$ cat src/include/strap_pins_defines.vh
// Purpose: constants for the strap and status pin block
// Assumes: 32-bit AXI4-Lite register words, byte addresses
// Notes: none
`ifndef STRAP_PINS_DEFINES_VH
`define STRAP_PINS_DEFINES_VH

// ----------------------------------------
// Register offsets
// ----------------------------------------
`define REG_STRAPS 5'h00
`define REG_FEATURE 5'h04
`define REG_CHARGE_CFG 5'h08
`define REG_LINK_STATE 5'h0c
`define REG_IRQ_STATUS 5'h10
`define REG_IRQ_MASK 5'h14

// ----------------------------------------
// Field positions
// ----------------------------------------
`define STRAP_GANGED 0
`define STRAP_AUTO_N 1
`define STRAP_BUS_MODE 2
`define STRAP_PWR_N 3
`define FEAT_LINK_OUT 0
`define FEAT_SLEEP_OUT 1
`define CHG_AUTO_DIS 0
`define CHG_AUTO_ON 1
`define CHG_PORT1_CDP 2
`define IRQ_LINK_CHG 0
`define IRQ_SLEEP_CHG 1

// ----------------------------------------
// Reset values and responses
// ----------------------------------------
`define FEATURE_RST 2'h0
`define MASK_RST 2'h0
`define RESP_OKAY 2'h0
`define RESP_SLVERR 2'h2

`endif

$ cat src/rtl/strap_status_pins.v
// Purpose: strap capture and post-reset status output on two dual-function pins
// Assumes: pins synchronous to aclk; synchronous active-low reset
// Notes: registers on AXI4-Lite; interrupt on status changes
//
// Operation
// - Latch grouping strap at reset release: low per-port, high grouped power control.
// - In SMBus mode, target address bit 2 follows the grouping strap level.
// - When enabled after reset, grouping pin drives upstream high-speed link flag.
// - Latch auto-charge strap: low enables automatic charging when unconnected, high disables.
// - In automatic charging mode, port 1 offers no charging-downstream-port behaviour.
// - Latched auto-charge strap loads the auto-charge disable bit of charge config.
// - When enabled after reset, auto-charge pin drives upstream high-speed sleep flag.
// - Latch bus-mode strap: low SMBus target mode, high serial EEPROM master.
// - Latch power-switching strap: low enables switching and over-current inputs.
//
// The placing of the registers and the AXI4-Lite slave port were decided locally.
`timescale 1ns/1ps
`include "strap_pins_defines.vh"

module strap_status_pins
(
	input wire aclk,
	input wire aresetn,
	input wire s_axi_awvalid,
	output reg s_axi_awready,
	input wire [4:0] s_axi_awaddr,
	input wire [2:0] s_axi_awprot,
	input wire s_axi_wvalid,
	output reg s_axi_wready,
	input wire [31:0] s_axi_wdata,
	input wire [3:0] s_axi_wstrb,
	output reg s_axi_bvalid,
	input wire s_axi_bready,
	output reg [1:0] s_axi_bresp,
	input wire s_axi_arvalid,
	output reg s_axi_arready,
	input wire [4:0] s_axi_araddr,
	input wire [2:0] s_axi_arprot,
	output reg s_axi_rvalid,
	input wire s_axi_rready,
	output reg [31:0] s_axi_rdata,
	output reg [1:0] s_axi_rresp,
	input wire target_addr_bit2_strap_i,
	output reg target_addr_bit2_strap_o,
	output reg target_addr_bit2_strap_oe,
	input wire auto_charge_strap_n_i,
	output reg auto_charge_strap_n_o,
	output reg auto_charge_strap_n_oe,
	input wire bus_mode_strap,
	input wire port_power_switching_strap_n,
	input wire upstream_highspeed_link_flag,
	input wire upstream_highspeed_sleep_flag,
	input wire hub_connected,
	output reg ganged_power_q,
	output reg power_switching_en_q,
	output reg smbus_mode_q,
	output reg target_addr_bit2_q,
	output reg auto_charge_on_q,
	output reg port1_cdp_allowed_q,
	output reg irq
);

	// ----------------------------------------
	// Strap capture
	// ----------------------------------------
	reg in_reset_q;
	reg [3:0] straps_q;
	reg [1:0] feature_q;
	reg auto_dis_q;
	reg [1:0] irq_status_q;
	reg [1:0] irq_mask_q;
	reg link_prev_q;
	reg sleep_prev_q;

	// in_reset_q is still high at the first edge after release: that edge is the one strap sample

	always @(posedge aclk)
	begin
		if (!aresetn)
		begin
			in_reset_q <= 1'b1;
			straps_q <= 4'h0;
		end
		else
		begin
			in_reset_q <= 1'b0;
			if (in_reset_q)
			begin
				straps_q[`STRAP_GANGED] <= target_addr_bit2_strap_i;
				straps_q[`STRAP_AUTO_N] <= auto_charge_strap_n_i;
				straps_q[`STRAP_BUS_MODE] <= bus_mode_strap;
				straps_q[`STRAP_PWR_N] <= port_power_switching_strap_n;
			end
		end
	end

	// ----------------------------------------
	// Decoded modes
	// ----------------------------------------
	// Grouping only counts while power switching is enabled; the address bit only in SMBus mode
	always @(posedge aclk)
	begin
		if (!aresetn)
		begin
			ganged_power_q <= 1'b0;
			power_switching_en_q <= 1'b0;
			smbus_mode_q <= 1'b0;
			target_addr_bit2_q <= 1'b0;
			auto_charge_on_q <= 1'b0;
			port1_cdp_allowed_q <= 1'b0;
		end
		else
		begin
			power_switching_en_q <= ~straps_q[`STRAP_PWR_N];
			ganged_power_q <= straps_q[`STRAP_GANGED] & ~straps_q[`STRAP_PWR_N];
			smbus_mode_q <= ~straps_q[`STRAP_BUS_MODE];
			target_addr_bit2_q <= ~straps_q[`STRAP_BUS_MODE] & straps_q[`STRAP_GANGED];
			auto_charge_on_q <= ~auto_dis_q & ~hub_connected;
			port1_cdp_allowed_q <= auto_dis_q;
		end
	end

	// ----------------------------------------
	// Pin drive
	// ----------------------------------------
	// The pin level is prepared every cycle; only the enable decides whether it reaches the pin
	always @(posedge aclk)
	begin
		if (!aresetn)
		begin
			target_addr_bit2_strap_o <= 1'b0;
			target_addr_bit2_strap_oe <= 1'b0;
			auto_charge_strap_n_o <= 1'b0;
			auto_charge_strap_n_oe <= 1'b0;
		end
		else
		begin
			target_addr_bit2_strap_oe <= ~in_reset_q & feature_q[`FEAT_LINK_OUT];
			target_addr_bit2_strap_o <= upstream_highspeed_link_flag;
			auto_charge_strap_n_oe <= ~in_reset_q & feature_q[`FEAT_SLEEP_OUT];
			auto_charge_strap_n_o <= upstream_highspeed_sleep_flag;
		end
	end

	// ----------------------------------------
	// AXI4-Lite write channel
	// ----------------------------------------
	// Writable words; every other address answers with an error and changes nothing
	function reg_writable;
		input [4:0] addr;
		begin
			reg_writable = (addr == `REG_FEATURE) || (addr == `REG_IRQ_MASK) || (addr == `REG_CHARGE_CFG);
		end
	endfunction

	reg [4:0] awaddr_q;
	reg aw_held_q;
	reg [31:0] wdata_q;
	reg w_held_q;
	wire do_write = aw_held_q && w_held_q && !s_axi_bvalid;
	wire wr_ok = reg_writable(awaddr_q);
	wire wr_feature = do_write && (awaddr_q == `REG_FEATURE);
	wire wr_mask = do_write && (awaddr_q == `REG_IRQ_MASK);
	wire wr_charge = do_write && (awaddr_q == `REG_CHARGE_CFG);

	// Address and data are taken independently; a held pair blocks both until it is answered
	always @(posedge aclk)
	begin
		if (!aresetn)
		begin
			s_axi_awready <= 1'b0;
			s_axi_wready <= 1'b0;
			s_axi_bvalid <= 1'b0;
			s_axi_bresp <= `RESP_OKAY;
			awaddr_q <= 5'h0;
			aw_held_q <= 1'b0;
			wdata_q <= 32'h0;
			w_held_q <= 1'b0;
		end
		else
		begin
			s_axi_awready <= !aw_held_q && !s_axi_awready && s_axi_awvalid;
			if (s_axi_awvalid && s_axi_awready)
			begin
				awaddr_q <= s_axi_awaddr;
				aw_held_q <= 1'b1;
			end
			s_axi_wready <= !w_held_q && !s_axi_wready && s_axi_wvalid;
			if (s_axi_wvalid && s_axi_wready)
			begin
				wdata_q <= s_axi_wdata;
				w_held_q <= 1'b1;
			end
			if (do_write)
			begin
				aw_held_q <= 1'b0;
				w_held_q <= 1'b0;
				s_axi_bvalid <= 1'b1;
				s_axi_bresp <= wr_ok ? `RESP_OKAY : `RESP_SLVERR;
			end
			else if (s_axi_bvalid && s_axi_bready)
				s_axi_bvalid <= 1'b0;
		end
	end

	// ----------------------------------------
	// Software registers
	// ----------------------------------------
	always @(posedge aclk)
	begin
		if (!aresetn)
		begin
			feature_q <= `FEATURE_RST;
			irq_mask_q <= `MASK_RST;
			auto_dis_q <= 1'b0;
		end
		else
		begin
			if (wr_feature)
				feature_q <= wdata_q[1:0];
			if (wr_mask)
				irq_mask_q <= wdata_q[1:0];
			// Strap copy first; a later software write overrides it
			if (in_reset_q)
				auto_dis_q <= auto_charge_strap_n_i;
			else if (wr_charge)
				auto_dis_q <= wdata_q[`CHG_AUTO_DIS];
		end
	end

	// ----------------------------------------
	// AXI4-Lite read channel
	// ----------------------------------------
	reg [31:0] rd_d;
	reg rd_ok;
	wire do_read = s_axi_arvalid && s_axi_arready;
	wire rd_status = do_read && (s_axi_araddr == `REG_IRQ_STATUS);

	always @*
	begin
		rd_d = 32'h0;
		rd_ok = 1'b1;
		case (s_axi_araddr)
			`REG_STRAPS: rd_d[3:0] = straps_q;
			`REG_FEATURE: rd_d[1:0] = feature_q;
			`REG_CHARGE_CFG: rd_d[2:0] = {port1_cdp_allowed_q, auto_charge_on_q, auto_dis_q};
			`REG_LINK_STATE: rd_d[1:0] = {upstream_highspeed_sleep_flag, upstream_highspeed_link_flag};
			`REG_IRQ_STATUS: rd_d[1:0] = irq_status_q;
			`REG_IRQ_MASK: rd_d[1:0] = irq_mask_q;
			default: rd_ok = 1'b0;
		endcase
	end

	// A new address is taken only once the previous answer has been consumed
	always @(posedge aclk)
	begin
		if (!aresetn)
		begin
			s_axi_arready <= 1'b0;
			s_axi_rvalid <= 1'b0;
			s_axi_rdata <= 32'h0;
			s_axi_rresp <= `RESP_OKAY;
		end
		else
		begin
			s_axi_arready <= !s_axi_arready && !s_axi_rvalid && s_axi_arvalid;
			if (do_read)
			begin
				s_axi_rvalid <= 1'b1;
				s_axi_rdata <= rd_d;
				s_axi_rresp <= rd_ok ? `RESP_OKAY : `RESP_SLVERR;
			end
			else if (s_axi_rvalid && s_axi_rready)
				s_axi_rvalid <= 1'b0;
		end
	end

	// ----------------------------------------
	// Interrupts
	// ----------------------------------------
	// Previous levels reset to the idle low level, so no false change follows reset
	wire [1:0] events = {sleep_prev_q ^ upstream_highspeed_sleep_flag,
		link_prev_q ^ upstream_highspeed_link_flag};
	// New events win over the read clear; the read still returns the old value
	wire [1:0] irq_status_d = (rd_status ? 2'h0 : irq_status_q) | events;

	always @(posedge aclk)
	begin
		if (!aresetn)
		begin
			irq_status_q <= 2'h0;
			link_prev_q <= 1'b0;
			sleep_prev_q <= 1'b0;
			irq <= 1'b0;
		end
		else
		begin
			link_prev_q <= upstream_highspeed_link_flag;
			sleep_prev_q <= upstream_highspeed_sleep_flag;
			irq_status_q <= irq_status_d;
			irq <= |(irq_status_d & irq_mask_q);
		end
	end

endmodule

$ cat config.mk
export PLATFORM = sky130hd
export DESIGN_NAME = strap_status_pins
export DESIGN_NICKNAME = d
export VERILOG_FILES = /design/src/rtl/strap_status_pins.v
export VERILOG_INCLUDE_DIRS = /design/src /design/src/include
export SDC_FILE = /design/constraint.sdc
export NUM_CORES = 1
export LEC_CHECK = 0
export ABC_AREA = 1
export BUFFER_PORTS_ARGS = -buffer_cell sky130_fd_sc_hd__clkbuf_2
export CORE_MARGIN = 4
export CORE_UTILIZATION = 42
export DETAILED_ROUTE_END_ITERATION = 10
export PLACE_DENSITY = 0.78
export SYNTH_ARGS = -nofsm -noshare
export SYNTH_HDL_FRONTEND = slang
export SYNTH_SLANG_ARGS = --single-unit
$ cat constraint.sdc
create_clock -name aclk -period 1.2 [get_ports aclk]
set_input_delay 0.24 -clock aclk [delete_from_list [all_inputs] [get_ports aclk]]
set_output_delay 0.24 -clock aclk [all_outputs]
set_load 0.005 [all_outputs]
== After elaboration in Yosys (flattened, before gate mapping) ==
Cells that the tools add are included.

* Flip-flop bits (word level): 45
* Latch bits: 0
* RAM bits: 0
* Bits in read-only memories: 0
* Bits of input ports: 66
* Output and inout bits: 52
* Logic and storage cells: 99
* Memories kept: 0

* Add/subtract/negate cells: 0
* Multipliers: 0
* Divide/modulo/power cells: 0
* Magnitude comparators: 0
* Eq/ne operators: 8
* Shift-type cells: 0
* Multiplexer cells: 14
* Bitwise logic cells: 15
* Reductions and logical operators: 33

{| class="wikitable"
|+ Operators by type and width
! cell !! count
|-
| $logic_and 1x1->1 || 17
|-
| $eq 5x4->1 const B || 3
|-
| $eq 5x5->1 const B || 3
|-
| $pmux 2 s6 || 1
|-
| $eq 5x3->1 const B || 2
|-
| $mux 1 || 9
|-
| $logic_not 1->1 || 7
|-
| $mux 2 || 3
|-
| $not 1->1 || 6
|-
| $reduce_bool 2->1 || 3
|-
| $reduce_or 6->1 || 1
|-
| $and 1x1->1 || 5
|-
| $logic_not 5->1 || 1
|-
| $reduce_or 2->1 || 2
|-
| $and 2x2->2 || 1
|-
| $logic_or 1x1->1 || 2
|-
| $or 2x2->2 || 1
|-
| $pmux 1 s2 || 1
|-
| $xor 1x1->1 || 2
|}

== Depth between registers and ports, before layout ==
* Word-level depth: 6
* Depth in mapped cells: 8
* Gate-level depth less buffers: 8

== Worst setup path after synthesis ==
Ideal clock, no wire load.

* Path kind: register -> register
* Start: register w_held_q
* End: register feature_q[0]
* Library setup time: 0.120 ns
* Arrival time: 0.921 ns
* Data required time: 1.080 ns
* Path slack: 0.158 ns
* Cell stages (with the launch flop): 8
* Cell sequence: dfxtp_1 -> inv_2 -> nor2_1 -> nand2_2 -> clkinv_1 -> nand4_1 -> o21ai_1 -> a21oi_1

* Longest elaborated chain between the ends: 3

{| class="wikitable"
|+ RTL lines
! item !! line !! text
|-
| from (decl) || strap_status_pins.v:159 || <nowiki>reg w_held_q;</nowiki>
|-
| from (signal assigned) || strap_status_pins.v:178 || <nowiki>w_held_q <= 1'b0;</nowiki>
|-
| from (signal assigned) || strap_status_pins.v:192 || <nowiki>w_held_q <= 1'b1;</nowiki>
|-
| from (signal assigned) || strap_status_pins.v:197 || <nowiki>w_held_q <= 1'b0;</nowiki>
|-
| $logic_and 1x1->1 (2 in series) || strap_status_pins.v:160 || <nowiki>wire do_write = aw_held_q && w_held_q && !s_axi_bvalid;</nowiki>
|-
| $logic_and 1x1->1 || strap_status_pins.v:162 || <nowiki>wire wr_feature = do_write && (awaddr_q == `REG_FEATURE);</nowiki>
|-
| to (signal assigned) || strap_status_pins.v:213 || <nowiki>feature_q <= `FEATURE_RST;</nowiki>
|-
| to (signal assigned) || strap_status_pins.v:220 || <nowiki>feature_q <= wdata_q[1:0];</nowiki>
|-
| to (decl) || strap_status_pins.v:68 || <nowiki>reg [1:0] feature_q;</nowiki>
|}

Every way passes these cells.
A chain may end at the register's enable or synchronous reset.

== Worst setup path in the final report ==
Ends and elaborated chain as after synthesis.

==> results.py <==
metrics = {
    "drt": {
        "dr_wl_met3_um": 356,
        "vias": 1566,
        "final_antenna_net_count": 0,
        "top_layer": "met4",
        "firstDrtPassIters": 4,
        "drt_iter0_markers": 114,
        "finalWirelength_um": 3780,
        "dr_wl_met2_um": 1750,
        "vias_per_cell": 4.49,
        "avgRoutedWirePerCell_um": 10.8,
        "drt-met1-wl_um": 1610,
        "drc": 0,
    },
    "placement": {
        "gp_congestion": 0.784,
        "dp_hpwl_um": 2890,
        "detailed_place.area_um2": 2120,
        "io_buffer_count": 47,
    },
    "sta": {
        "final.period_utilization_pct": 95.0,
        "setup_viol": 0,
        "fmax_ghz": 0.878,
        "finalClockSkew_ps": 5.94,
        "finalCriticalPeriod_ps": 1140,
        "rsz0062_at_grt": "true",
        "whs_ps": 113,
        "hold_viol": 0,
        "drv_slew": 0,
    },
    "pwr": {
        "powerDensity_nw_per_um2": 1260,
        "p_leak_nw": 1.10,
        "power.total_w": 0.00282,
        "ir_worst_vdd_uv": 610,
    },
    "cts": {
        "clk_latency_ps": 290,
        "cts_max_level": 2,
        "cts_buffers": 5,
        "cts_tree": "yes",
        "cts.clk_slew.worst_paths_ps": 80,
        "clkSinkCount": 43,
        "cts_buffer_depth": 2,
        "cts_root_buf": "clkbuf_8",
    },
    "logic_synthesis": {
        "syn-instance-count": 239,
        "synth_cell_types": 28,
        "seq_area_frac_synth_pct": 45.2,
        "avgSynthCellArea_um2": 7.96,
        "syn-cell-area_um2": 1900,
        "yosysWarningCount": 0,
        "synth.ff_latch_count": 43,
    },
    "critical_path": {
        "worst_setup_path_start_kind": "flop",
        "cp.depth": 7,
        "crit_type": "flop to flop",
        "crit_buf_inv": 2,
        "crit_top_cell": "inv_2",
        "crit_required_ps": 1380,
        "reg2reg_slack_ps": 60,
        "timing.rr.end": "feature_q[0]",
        "r2r_start": "w_held_q",
        "end_kind": "flop",
        "critPathTopFamily": "flip-flops",
        "r2r_cells": 7,
        "path_cells": "inv_2 > nor2_2 > nand2_2 > inv_2 > nand4_1 > o21ai_1 > a21oi_1",
        "crit_path_start": "w_held_q",
        "crit_arrival_ps": 1320,
        "crit_slowest_cell": "dfxtp_2",
        "critPathMaxStageDelay_ps": 340,
        "worstPathMaxFanout": 5,
        "worstSetupEndpoint": "feature_q[0]",
    },
    "floorplanning": {
        "ios": 118,
        "die-width_um": 75.3,
        "start_util_pct": 43.4,
        "row_count": 24,
        "dieArea_um2": 5670,
        "core_um2": 4380,
        "die_y_um": 75.3,
    },
    "layout": {
        "fillers": 407,
        "final_common_cell": "clkbuf_2",
        "seqCellArea_um2": 862,
        "drive_gt1_share_pct": 30.3,
        "n_antenna_cell": 0,
        "final_cell_mix": "47 x clkbuf_2, 42 x dfxtp_1, 30 x conb_1",
        "multi_input_area_um2": 786,
        "num-nets-final": 362,
        "finalCoreUtilization_pct": 51.0,
        "stdcell_area_um2": 2240,
        "syn_to_final_growth_pct": 17.6,
    },
    "status": {
        "outcome": "finished, final reports clean",
    },
    "grt": {
        "overflow": 0,
        "grt_pass1_vias": 1331,
        "grt_pass1_wl_um": 5690,
        "grt_usage_pct": 13.4,
        "antenna_found_initial": 0,
        "grt_max_degree": 17,
    },
    "flow_run": {
        "drv_cap": 0,
    },
    "hold_path": {
        "hold_path_class": "primary input to flop",
        "min_from": "hub_connected",
    },
}
[power by group]
group,switching (W),total (W),internal [W]
Clock,0.000467,0.000992,0.000525
Sequential,0.0000381,0.00153,0.00149
Combinational,0.000182,0.000302,0.000120
Total,0.000687,0.00282,0.00213
[cell families (layout without fill, tap and decap cells)]
family	after synthesis	count (layout)	synth area share, %
other	1	30	0.197
DFF	43	43	45.2
buffers and inverters	64	93	19.8
xor gates and xnor gates	2	2	0.921
and+or+nand+nor	89	89	22.4
AOI/OAI and AO/OA	40	40	11.5
[registers in the layout (all words and copies together), names as in the netlist, 2 cells and up]
name          flops
awaddr_q          5
feature_q         2
irq_mask_q        2
irq_status_q      2
s_axi_rdata       4
straps_q          4
wdata_q           2
[cells in the mapped netlist (all sizes together)]
cell / n / area share [%]
buf: 34 / 13
nor2: 30 / 7.1
nand2: 31 / 6.4
nor3: 8 / 2.4
clkbuf: 1 / 0.20
inv: 27 / 5.3
a31oi: 1 / 0.33
conb: 1 / 0.20
o211ai: 1 / 0.39
o21ai: 22 / 6.2
clkinv: 2 / 1.1
dfxtp: 43 / 45
xnor2: 2 / 0.92
nand4: 15 / 4.9
nand3: 5 / 1.6
a21oi: 16 / 4.6
[per-layer routing]
| metal | up-vias | track usage, % |
|---|---|---|
| met1 | 673 | 15.4 |
| met5 | - | 0 |
| met2 | 56 | 22.3 |
| li1 | 831 | - |
| met4 | 0 | 5.83 |
| met3 | 6 | 5.15 |
[worst min-delay path by stage]
stage	end	cells after the start
floorplan	auto_charge_on_q	1
detailed placement	auto_charge_on_q	2
CTS	auto_charge_on_q	2
global placement	auto_charge_on_q	2
global route	auto_charge_on_q	2
finish	auto_charge_on_q	2
[stage by stage]
step	worst slack (ps)	setup TNS, ps	std cells
after floorplan	158	0	268
after global placement	-45.5	-125	340
after detailed placement	-45.6	-127	340
after CTS	1.59	0	348
after global routing	-37.2	-45.9	349
final	60.6	0	349
[final cells by class]
cell class | instances | share of cell area [%]
Sequential cell | 43 | 38.5
Multi-Input combinational cell | 161 | 35.1
Tap cell | 52 | 2.91
Clock buffer | 8 | 4.47
Inverter | 29 | 5.43
Timing Repair Buffer | 56 | 13.5
[worst register-to-register path, stage by stage, from the launching register on]
cell and delay [ps]:
dfxtp_2 340, inv_2 40, nor2_2 80, nand2_2 100, inv_2 70, nand4_1 150
o21ai_1 180, a21oi_1 50
[timing repair]
| action | CTS | global route |
|---|---|---|
| gates resized for setup | 0 | 5 |
| buffers inserted | 0 | 1 |
| hold buffers | 0 | 0 |
| endpoints found under the setup margin | 0 | 4 |
Power figures use the tool's default switching activity.
